[src/hdl/tms_map.vh]
// Register indices, field positions and reset values of the bus target
`ifndef TMS_MAP_VH
`define TMS_MAP_VH

// ==========================================================
// Register indices (byte address = index * 4)
`define TMS_IDX_HOST_A     6'h03
`define TMS_IDX_CTRL       6'h0a
`define TMS_IDX_STATUS     6'h0b
`define TMS_IDX_ID         6'h0c
`define TMS_IDX_SHIFT      6'h0d
`define TMS_IDX_FILTER     6'h0e

// ==========================================================
// Field positions
`define TMS_HOST_EN_BIT    0
`define TMS_CTRL_EN_BIT    3
`define TMS_CTRL_ACK_BIT   2
`define TMS_ST_DIF_BIT     7
`define TMS_ST_MATCH_OR_HALT_EVENT_FLAG_BIT    6
`define TMS_ST_HOLD_BIT    5
`define TMS_ST_RXACK_BIT   4
`define TMS_ST_ERR_BIT     2
`define TMS_ST_DIR_BIT     1
`define TMS_ST_CAUSE_BIT   0
`define TMS_ID_GCALL_BIT   0
`define TMS_FILT_SEL_BIT   0

// ==========================================================
// Commands and reset values
`define TMS_CMD_NONE       2'h0
`define TMS_CMD_COMPLETE   2'h2
`define TMS_CMD_RESPOND    2'h3
`define TMS_REG_RESET      8'h00

`endif

[src/hdl/tms_target.v]
// Two-wire bus target: address match, shift register access, status
`timescale 1ns/1ps
`include "tms_map.vh"

module tms_target (
  input  wire        pclk,
  input  wire        presetn,
  input  wire        ce,
  input  wire        psel,
  input  wire        penable,
  input  wire        pwrite,
  input  wire [7:0]  paddr,
  input  wire [31:0] pwdata,
  output reg  [31:0] prdata,
  output wire        pready,
  output wire        pslverr,
  input  wire        scl_in,
  output wire        scl_out,
  output wire        scl_oe,
  input  wire        sda_in,
  output wire        sda_out,
  output wire        sda_oe
);

  // ==========================================================
  // States and follow-up actions after an acknowledge bit
  localparam [4:0] ST_IDLE  = 5'h01;
  localparam [4:0] ST_SHIFT = 5'h02;
  localparam [4:0] ST_MACK  = 5'h04;
  localparam [4:0] ST_HOLD  = 5'h08;
  localparam [4:0] ST_ACK   = 5'h10;
  localparam [1:0] AFT_IDLE = 2'h0;
  localparam [1:0] AFT_RX   = 2'h1;
  localparam [1:0] AFT_DHLD = 2'h2;

  function id_hit;
    input [6:0] a;
    input [6:0] pat;
    input [6:0] ign;
    begin
      id_hit = (((a ^ pat) & ~ign) == 7'h00);
    end
  endfunction

  // ==========================================================
  // Line watcher
  wire sda_s;
  wire scl_rise;
  wire scl_fall;
  wire start_seen;
  wire stop_seen;

  tms_line_watch u_watch (
    .pclk       (pclk),
    .presetn    (presetn),
    .ce         (ce),
    .scl_in     (scl_in),
    .sda_in     (sda_in),
    .scl_s      (),
    .sda_s      (sda_s),
    .scl_rise   (scl_rise),
    .scl_fall   (scl_fall),
    .start_seen (start_seen),
    .stop_seen  (stop_seen)
  );

  // ==========================================================
  // State
  reg [4:0] state;
  reg [7:0] shreg;
  reg [3:0] bitcnt;
  reg       is_addr;
  reg       dir;
  reg       addressed;
  reg       hold_src;
  reg [1:0] after_ack;
  reg       sda_drv;
  reg       match_or_halt_event_flag;
  reg       byte_done_event_flag;
  reg       cause;
  reg       illegal_condition_flag;
  reg       rxack;
  reg       host_en;
  reg       tgt_en;
  reg       ack_choice;
  reg [7:0] id_reg;
  reg [7:0] filt_reg;
  reg       rel_tail;

  // ==========================================================
  // APB decode: zero wait states, frozen by the clock enable
  wire [5:0] idx    = paddr[7:2];
  wire       mapped = (idx == `TMS_IDX_HOST_A) | (idx == `TMS_IDX_CTRL) |
                      (idx == `TMS_IDX_STATUS) | (idx == `TMS_IDX_ID) |
                      (idx == `TMS_IDX_SHIFT)  | (idx == `TMS_IDX_FILTER);
  wire       acc    = psel & penable & ce;
  wire       wr     = acc & pwrite & mapped;
  wire       rd     = acc & ~pwrite & mapped;

  assign pready  = ce;
  assign pslverr = psel & penable & ~mapped;

  wire       in_hold  = state[3];
  wire       dat_rd   = rd & (idx == `TMS_IDX_SHIFT);
  wire       dat_wr   = wr & (idx == `TMS_IDX_SHIFT);
  wire       ctl_wr   = wr & (idx == `TMS_IDX_CTRL);
  wire       st_wr    = wr & (idx == `TMS_IDX_STATUS);
  wire [1:0] cmd      = ctl_wr ? pwdata[1:0] : `TMS_CMD_NONE;
  wire       cmd_ok   = (cmd == `TMS_CMD_COMPLETE) | (cmd == `TMS_CMD_RESPOND);
  wire       touch    = dat_rd | dat_wr | cmd_ok;
  wire       go       = touch & in_hold;
  // Clock stays low one cycle past release so SDA is set up first
  wire       stretch  = in_hold | rel_tail;
  // Control write may change the ack choice in the same access
  wire       ack_now  = ctl_wr ? pwdata[`TMS_CTRL_ACK_BIT] : ack_choice;

  wire [7:0] status = {byte_done_event_flag, match_or_halt_event_flag, stretch, rxack, 1'b0, illegal_condition_flag, dir, cause};

  // Capture read data in the setup phase so it leaves a flip-flop
  always @(posedge pclk or negedge presetn) begin
    if (!presetn) begin
      prdata <= 32'h0000_0000;
    end else if (ce && psel && !penable) begin
      case (paddr[7:2])
        `TMS_IDX_HOST_A: prdata <= {31'h0000_0000, host_en};
        `TMS_IDX_CTRL:   prdata <= {28'h000_0000, tgt_en, ack_choice, 2'h0};
        `TMS_IDX_STATUS: prdata <= {24'h00_0000, status};
        `TMS_IDX_ID:     prdata <= {24'h00_0000, id_reg};
        `TMS_IDX_SHIFT:  prdata <= {24'h00_0000, shreg};
        `TMS_IDX_FILTER: prdata <= {24'h00_0000, filt_reg};
        default:         prdata <= 32'h0000_0000;
      endcase
    end
  end

  // ==========================================================
  // Configuration registers
  always @(posedge pclk or negedge presetn) begin
    if (!presetn) begin
      host_en    <= 1'b0;
      tgt_en     <= 1'b0;
      ack_choice <= 1'b0;
      id_reg     <= `TMS_REG_RESET;
      filt_reg   <= `TMS_REG_RESET;
    end else if (wr) begin
      case (idx)
        `TMS_IDX_HOST_A: host_en <= pwdata[`TMS_HOST_EN_BIT];
        `TMS_IDX_CTRL: begin
          tgt_en     <= pwdata[`TMS_CTRL_EN_BIT];
          ack_choice <= pwdata[`TMS_CTRL_ACK_BIT];
        end
        `TMS_IDX_ID:     id_reg <= pwdata[7:0];
        `TMS_IDX_FILTER: filt_reg <= pwdata[7:0];
        default: ;
      endcase
    end
  end

  // ==========================================================
  // Address recognition on the byte just shifted in
  wire sel2   = filt_reg[`TMS_FILT_SEL_BIT];
  // Mask mode: filter bits ignore id bits; dual mode: either id hits
  wire hit_m  = ~sel2 & id_hit(shreg[7:1], id_reg[7:1], filt_reg[7:1]);
  wire hit_d  = sel2 & (id_hit(shreg[7:1], id_reg[7:1], 7'h00) |
                        id_hit(shreg[7:1], filt_reg[7:1], 7'h00));
  // First ten-bit byte is simply another seven-bit pattern here
  wire hit_gc = id_reg[`TMS_ID_GCALL_BIT] & (shreg == 8'h00);
  wire a_hit  = hit_m | hit_d | hit_gc;

  // Start then stop with no bit in between, or a condition mid-byte
  // Receiving, a condition in a byte's first high phase is a legal end
  wire rx_side  = is_addr | ~dir;
  wire bad_stop = stop_seen & state[1] & is_addr & (bitcnt <= 4'h1);
  wire bad_mid  = (start_seen | stop_seen) & state[1] &
                  (rx_side ? (bitcnt >= 4'h2) : (bitcnt != 4'h0));
  wire bus_bad  = host_en & (bad_stop | bad_mid);

  // ==========================================================
  // Bus sequencer and flags
  always @(posedge pclk or negedge presetn) begin
    if (!presetn) begin
      state     <= ST_IDLE;
      shreg     <= 8'h00;
      bitcnt    <= 4'h0;
      is_addr   <= 1'b0;
      dir       <= 1'b0;
      addressed <= 1'b0;
      hold_src  <= 1'b0;
      after_ack <= AFT_IDLE;
      sda_drv   <= 1'b0;
      match_or_halt_event_flag      <= 1'b0;
      byte_done_event_flag       <= 1'b0;
      cause     <= 1'b0;
      illegal_condition_flag    <= 1'b0;
      rxack     <= 1'b0;
      rel_tail  <= 1'b0;
    end else if (ce) begin
      // Clears come first so that a same-cycle set wins
      if (touch) begin
        match_or_halt_event_flag <= 1'b0;
        byte_done_event_flag  <= 1'b0;
      end
      if (st_wr) begin
        if (pwdata[`TMS_ST_DIF_BIT])
          byte_done_event_flag <= 1'b0;
        if (pwdata[`TMS_ST_MATCH_OR_HALT_EVENT_FLAG_BIT])
          match_or_halt_event_flag <= 1'b0;
        if (pwdata[`TMS_ST_ERR_BIT])
          illegal_condition_flag <= 1'b0;
      end
      if (dat_wr && in_hold)
        shreg <= pwdata[7:0];
      if (bus_bad)
        illegal_condition_flag <= 1'b1;
      rel_tail <= go;

      if (!tgt_en) begin
        state     <= ST_IDLE;
        sda_drv   <= 1'b0;
        addressed <= 1'b0;
      end else if (stop_seen) begin
        if (addressed) begin
          match_or_halt_event_flag  <= 1'b1;
          cause <= 1'b0;
        end
        addressed <= 1'b0;
        sda_drv   <= 1'b0;
        state     <= ST_IDLE;
      end else if (start_seen) begin
        is_addr <= 1'b1;
        bitcnt  <= 4'h0;
        sda_drv <= 1'b0;
        state   <= ST_SHIFT;
      end else begin
        case (state)
          ST_IDLE: begin
            sda_drv <= 1'b0;
          end
          ST_SHIFT: begin
            if (is_addr || !dir) begin
              if (scl_rise && bitcnt != 4'h8) begin
                shreg  <= {shreg[6:0], sda_s};
                bitcnt <= bitcnt + 4'h1;
              end else if (scl_fall && bitcnt == 4'h8) begin
                bitcnt <= 4'h0;
                if (!is_addr) begin
                  byte_done_event_flag      <= 1'b1;
                  hold_src <= 1'b0;
                  state    <= ST_HOLD;
                end else if (a_hit) begin
                  match_or_halt_event_flag      <= 1'b1;
                  cause     <= 1'b1;
                  dir       <= shreg[0];
                  addressed <= 1'b1;
                  hold_src  <= 1'b1;
                  is_addr   <= 1'b0;
                  state     <= ST_HOLD;
                end else begin
                  state <= ST_IDLE;
                end
              end
            end else if (scl_fall) begin
              // Transmit: same register shifts out towards the bus
              shreg  <= {shreg[6:0], 1'b0};
              bitcnt <= bitcnt + 4'h1;
              if (bitcnt == 4'h7) begin
                sda_drv <= 1'b0;
                bitcnt  <= 4'h0;
                state   <= ST_MACK;
              end else begin
                sda_drv <= ~shreg[6];
              end
            end
          end
          ST_MACK: begin
            if (scl_rise)
              rxack <= sda_s;
            else if (scl_fall) begin
              byte_done_event_flag      <= 1'b1;
              hold_src <= 1'b0;
              state    <= ST_HOLD;
            end
          end
          ST_HOLD: begin
            if (go) begin
              if (cmd == `TMS_CMD_COMPLETE) begin
                if (!dir || hold_src) begin
                  sda_drv   <= ~ack_now;
                  after_ack <= AFT_IDLE;
                  state     <= ST_ACK;
                end else
                  state <= ST_IDLE;
              end else if (dir && !hold_src) begin
                // Next byte out: host acks it, no ack action from us
                sda_drv <= ~(dat_wr ? pwdata[7] : shreg[7]);
                bitcnt  <= 4'h0;
                state   <= ST_SHIFT;
              end else begin
                sda_drv <= ~ack_now;
                if (ack_now)
                  after_ack <= AFT_IDLE;
                else if (dir)
                  after_ack <= AFT_DHLD;
                else
                  after_ack <= AFT_RX;
                state <= ST_ACK;
              end
            end
          end
          ST_ACK: begin
            if (scl_fall) begin
              sda_drv <= 1'b0;
              bitcnt  <= 4'h0;
              case (after_ack)
                AFT_RX:   state <= ST_SHIFT;
                AFT_DHLD: begin
                  byte_done_event_flag      <= 1'b1;
                  hold_src <= 1'b0;
                  state    <= ST_HOLD;
                end
                default:  state <= ST_IDLE;
              endcase
            end
          end
          default: state <= ST_IDLE;
        endcase
      end
    end
  end

  // ==========================================================
  // Open-drain drives: only ever pull low
  assign scl_out = 1'b0;
  assign scl_oe  = stretch;
  assign sda_out = 1'b0;
  assign sda_oe  = sda_drv;

endmodule // tms_target

[src/hdl/tms_line_watch.v]
// Pin synchroniser and start, stop and clock edge detector
`timescale 1ns/1ps

module tms_line_watch (
  input  wire pclk,
  input  wire presetn,
  input  wire ce,
  input  wire scl_in,
  input  wire sda_in,
  output wire scl_s,
  output wire sda_s,
  output wire scl_rise,
  output wire scl_fall,
  output wire start_seen,
  output wire stop_seen
);

  // ==========================================================
  // Two-stage synchronisers, then one history stage
  reg [2:0] scl_q;
  reg [2:0] sda_q;

  always @(posedge pclk or negedge presetn) begin
    if (!presetn) begin
      scl_q <= 3'h7;
      sda_q <= 3'h7;
    end else if (ce) begin
      scl_q <= {scl_q[1:0], scl_in};
      sda_q <= {sda_q[1:0], sda_in};
    end
  end

  // ==========================================================
  // Conditions seen on settled lines only
  assign scl_s      = scl_q[1];
  assign sda_s      = sda_q[1];
  assign scl_rise   = scl_q[1] & ~scl_q[2];
  assign scl_fall   = ~scl_q[1] & scl_q[2];
  assign start_seen = scl_q[1] & scl_q[2] & ~sda_q[1] & sda_q[2];
  assign stop_seen  = scl_q[1] & scl_q[2] & sda_q[1] & ~sda_q[2];

endmodule // tms_line_watch

[config.mk]
export PLATFORM = sky130hd
export DESIGN_NAME = tms_target
export DESIGN_NICKNAME = d
export VERILOG_FILES = /design/src/hdl/tms_target.v /design/src/hdl/tms_line_watch.v
export VERILOG_INCLUDE_DIRS = /design/src /design/src/hdl
export SDC_FILE = /design/constraint.sdc
export NUM_CORES = 1
export LEC_CHECK = 0
export BUFFER_PORTS_ARGS = -buffer_cell sky130_fd_sc_hd__clkbuf_2
export CAP_MARGIN = 20
export CORE_MARGIN = 3
export CORE_UTILIZATION = 40
export CTS_BUF_LIST = sky130_fd_sc_hd__clkbuf_4 sky130_fd_sc_hd__clkbuf_8
export CTS_CLUSTER_DIAMETER = 30
export DETAILED_ROUTE_END_ITERATION = 8
export GPL_TIMING_DRIVEN = 0
export SLEW_MARGIN = 10
export SYNTH_ARGS = -nofsm -noshare
export SYNTH_HDL_FRONTEND = slang
export SYNTH_SLANG_ARGS = --single-unit
[constraint.sdc]
create_clock -name pclk -period 2.4 [get_ports pclk]
set_input_delay 0 -clock pclk [delete_from_list [all_inputs] [get_ports pclk]]
set_output_delay 0 -clock pclk [all_outputs]
set_load 0.02 [all_outputs]
### After elaboration in Yosys (flattened, before gate mapping)

Index checks and enable logic that the tools add are counted.

| cells by class | value |
|---|---|
| add/sub/neg operators | 1 |
| multipliers | 0 |
| div/mod/pow operators | 0 |
| magnitude comparators | 2 |
| eq/ne operators | 58 |
| shifts and indexed selects | 0 |
| mux-type cells | 117 |
| bitwise logic cells | 61 |
| reductions and logical operators | 43 |

Operators with widths:

| operator | number |
|---|---|
| 5-bit 2-to-1 mux | 15 |
| 1-bit 2-to-1 mux | 69 |
| 8-bit 2-to-1 mux | 8 |
| 4-bit 2-to-1 mux | 12 |
| 8-bit case mux with 6 select lines | 1 |
| 10-bit AND reduction | 4 |
| 5-bit inequality test, second input constant | 7 |
| 6-bit by 4-bit equality test with 1-bit output, second input constant | 5 |
| 6-bit inequality test, second input constant | 5 |
| 1-bit bitwise AND | 28 |
| 5-bit case mux with 5 select lines | 1 |
| 3-bit inequality test, second input constant | 8 |
| 7-bit zero test | 3 |
| 2-bit inequality test, second input constant | 10 |
| 2-bit nonzero test | 10 |
| 8-bit AND reduction | 2 |
| 1-bit OR | 15 |
| 1-bit inverter | 14 |
| 7-bit AND reduction | 2 |
| 7-bit bitwise XOR | 2 |
| 13-bit AND reduction | 1 |
| 2-bit 2-to-1 mux | 6 |
| 3-bit by 2-bit inequality test with 1-bit output, second input constant | 4 |
| 4-bit inequality test, second input constant | 3 |
| 30 further kinds | 47 |

| word-level totals | value |
|---|---|
| register bits after elaboration | 87 |
| bits in latches | 0 |
| bits in writable memories | 0 |
| memory bits (read-only) | 0 |
| output and inout bits | 38 |
| word-level logic and storage cells | 305 |
| memories | 0 |

### Depth between registers and ports, before layout

| logic depth | value |
|---|---|
| depth in word-level cells | 24 |
| gate-level depth with buffers | 8 |
| mapped depth without buffers | 8 |

### Modules after synthesis

A second synthesis with hierarchy kept.

| unflattened totals | value |
|---|---|
| cells, all modules | 446 |
| area, all modules | 4,142.7 µm² |

Modules (own cells, without submodules):

| module | times used | cells each | area an instance (µm²) |
|---|---|---|---|
| tms_target | 1 | 429 | 3,851.2 |
| tms_line_watch | 1 | 17 | 291.5 |

### Worst setup path after synthesis

OpenSTA, ideal clock, no wires.

| timing path | value |
|---|---|
| path type | reg-to-reg |
| start | reg state[3] |
| end | reg bitcnt[2] |
| library setup time | 136 ps |
| arrival time | 2,013 ps |
| path slack | 251 ps |
| cell stages (with the launch flop) | 7 |
| buffers on the path | 0 |
| cell sequence | dfrtp_1 -> or4b_4 -> or2_4 -> o311a_4 -> a31oi_4 -> or2_4 -> o41ai_2 |

| between the ends | value |
|---|---|
| word-level cells in the longest chain between the ends | 3 |
| elaborated cells on any way between the ends | 14 |
| those cells by class | eq/ne: 9; mux: 2; bitwise: 1; reduce/logical: 2 |

Ends and longest elaborated chain:

| item | RTL line | RTL |
|---|---|---|
| from (decl) | tms_target.v:69 | `reg [4:0] state;` |
| from (signal assigned) | tms_target.v:182 | `state <= ST_IDLE;` |
| from (signal assigned) | tms_target.v:218 | `state <= ST_IDLE;` |
| from (signal assigned) | tms_target.v:228 | `state <= ST_IDLE;` |
| 5-bit by 2-bit equality test with 1-bit output (tied with other cells) | tms_target.v:235 | `case (state)` |
| 5-bit inequality test (no source line) (tied with other cells) | -- |  |
| 10-bit AND reduction (no source line) or 4-bit 2-to-1 mux (tied branches) | -- |  |
| to (signal assigned) | tms_target.v:243 | `bitcnt <= bitcnt + 4'h1;` |
| to (signal assigned) | tms_target.v:265 | `bitcnt <= bitcnt + 4'h1;` |
| to (decl) | tms_target.v:71 | `reg [3:0] bitcnt;` |

Parallel ways exist; a longest one is shown, timed or not.
A chain may end at the register's enable or synchronous reset.

### Worst setup path in the final report

Ends and elaborated chain as after synthesis.

==> impl_metrics.csv <==
group,metric,value,unit
critical_path,required,2.63,ns
global_route,grt_pass1_wl,19300,um
layout,diodes,0,
min_path,hold_class,"in2reg",
sta,worstMarginPinSlew,0.872,ns
sta,relSlewSlack,41.4,%
critical_path,cp-end-kind,"register",
clocking,cts_tree,"done",
floorplan,io_pins,86,
power_and_ir_drop,ir_drop,270,uV
synthesis,yosysUniqueCellTypes,75,
sta,finClkSkew,0.00630,ns
sta,slew_violations,0,
layout,multi_input_area,0.00239,mm2
min_path,min_from,"pwdata[0]",
layout,layout_common_cells,"56 x dfrtp_1, 33 x nand2_1, 33 x clkbuf_2",
route,vias_per_cell,5.55,
global_route,antenna_found_initial,0,
sta,hold_violations,0,
route,route.detailed.drc,0,
sta,setup_viol,0,
layout,regArea,0.00159,mm2
critical_path,cp-start-kind,"register",
min_path,min_to,"id_reg[0]",
power_and_ir_drop,power,0.00234,W
global_route,overflow,0,
clocking,clkLatencyLatePin,0.35,ns
layout,nFillCells,1014,
floorplan,core.rowCount,36,
route,wl,12000,um
placement,place_congestion,0.904,
layout,layout.nets,587,
route,routedWlPerCell,17.9,um
floorplan,die_x,108,um
clocking,cts-htree-levels,3,
synthesis,syn_inst,455,
synthesis,syn_avg_cell_area,9.20,um2
floorplan,start_util,42.0,%
route,drt-initial-drc-count,244,
global_route,grt_pass1_vias,3664,
critical_path,reg2reg_depth,6,
clocking,post_cts_buffers,0,
critical_path,r2r-start,"state[3]",
critical_path,crit_fanout,6,
synthesis,ys_ff_latch,63,
run,drv_cap,0,
sta,rsz0062_at_grt,"false",
route,ant_nets,0,
sta,fmax,432,MHz
clocking,cts-root-buf,"clkbuf_8",
floorplan,fp.dieH,108,um
run_status,status,"finished, final reports clean",
power_and_ir_drop,leakagePower,2.27,nW
floorplan,core,0.00995,mm2
synthesis,ys.warnings.count,0,
synthesis,netlist_area,0.00419,mm2
layout,area_delta_synth_final,19.1,%
critical_path,critPathKind,"reg2reg",
floorplan,die_area,0.0117,mm2
min_path,hold-path-cell-count,2,
synthesis,synth_ff_type,"dfrtp_1",
route,vias,3721,
global_route,grt_max_degree,54,
layout,layout-drive-gt1-share,25.7,%
clocking,cts.sink_count,63,
critical_path,crit_arrival,2.54,ns
global_route,grtUsageTotal,21.3,%
synthesis,synth-edff-count,0,
placement,portBuffers,33,
clocking,cts_made_buffers,9,
synthesis,yosysSeqAreaShare,37.9,%
clocking,clk_pin_slew_worst_paths,0.07,ns
sta,fin_crit_sh,96.5,%
layout,mostFrequentLayoutCell,"dfrtp_1",
power_and_ir_drop,p_per_area,470,mW/mm2
sta,period_minus_slack,2.32,ns
placement,placedInstanceArea,0.00464,mm2
route,firstDrtPassIters,4,
critical_path,r2r_slack,0.08,ns
placement,dp_hpwl,9120,um
synthesis,async_flop_share,100,%
layout,fin_area,0.00499,mm2
critical_path,crit_start,"state[3]",
clocking,clk_path_buf_depth,2,
critical_path,timing.rr.end,"bitcnt[2]",
## critical path: stages (launching register included)
cell and delay [ns]:
dfrtp_1 0.43, or4b_4 0.60, or2_4 0.29, o311a_4 0.39, a31oi_4 0.24, or2_4 0.18
o41ai_2 0.05
## through the flow
stage / setup slack, ns / cells / util [%] / TNS [ns] / hold slack, ns
after floorplan: 0.251 / 480 / - / 0 / -0.296
after global placement: -0.172 / 646 / 46.3 / -1.81 / 0.236
after detailed placement: -0.117 / 647 / 46.6 / -0.878 / -0.109
after CTS: 0.0119 / 672 / 49.6 / 0 / 0.0327
after global routing: 0.0100 / 670 / 50.1 / 0 / 0.0431
final: 0.0833 / 670 / 50.1 / 0 / 0.0510
## per-layer routing
layer | up-vias | share of wire [%] | GRT usage [%]
met1 | 1809 | 42 | 27.1
met3 | 27 | 5.5 | 4.18
li1 | 1774 | - | -
met4 | 0 | 3.3 | 8.57
met5 | - | 0 | 0
met2 | 111 | 49 | 35.4
## where the power goes
group / switching, W / internal, W / leakage (nW)
logic: 0.000182 / 0.000121 / 1.36
registers: 0.0000315 / 0.00109 / 0.814
clock network: 0.000445 / 0.000472 / 0.0953
total: 0.000658 / 0.00169 / 2.27
## worst max path at each step
| stage | to | slack, ns |
|---|---|---|
| after floorplan | bitcnt[2] | 0.25 |
| after global placement | shreg[6] | -0.17 |
| after detailed placement | shreg[6] | -0.12 |
| after CTS | shreg[6] | 0.01 |
| after global routing | bitcnt[2] | 0.01 |
| final | bitcnt[2] | 0.08 |
## timing repair
action / CTS / global route
endpoints found under the setup margin: 9 / 19
resized for setup: 3 / 14
hold buffers: 10 / 0
endpoints found under the hold margin: 75 / 0
pin swaps: 0 / 0
## kinds of logic (layout without fill, tap and decap cells)
| kind of cell | Yosys count | after routing | synth area share, % |
|---|---|---|---|
| and+or+nand+nor | 153 | 153 | 20.3 |
| buffers and inverters | 68 | 125 | 8.79 |
| xor gates and xnor gates | 17 | 17 | 3.56 |
| DFF | 63 | 63 | 37.9 |
| other | 1 | 26 | 0.0896 |
| muxes | 26 | 26 | 6.91 |
| AOI/OAI and AO/OA | 121 | 121 | 20.7 |
| adders and majority gates | 6 | 6 | 1.79 |
## cell usage after synthesis, types with 12 or more instances
master    instances  share of area [%]
nand2_1          33                3.0
o21ai_0          17                2.0
inv_1            19                1.7
a21oi_1          19                2.3
a21o_1           12                2.2
mux2_2           23                6.2
nor3_1           13                1.6
clkbuf_1         17                1.5
a22oi_1          13                2.3
nand3_1          13                1.6
dfrtp_1          56                 33
buf_4            27                4.8
nor2_1           28                2.5
## area by class of cell
class | count | share of cell area, %
clock buffers | 9 | 2.48
flip-flops and latches | 63 | 31.8
repair buffers | 44 | 5.92
clock inverters | 6 | 1.23
inverters | 19 | 1.43
multi-input cells | 349 | 48.0
well taps | 133 | 3.34
plain buffers | 47 | 5.82
No activity file was read; power rests on OpenSTA's default activity.
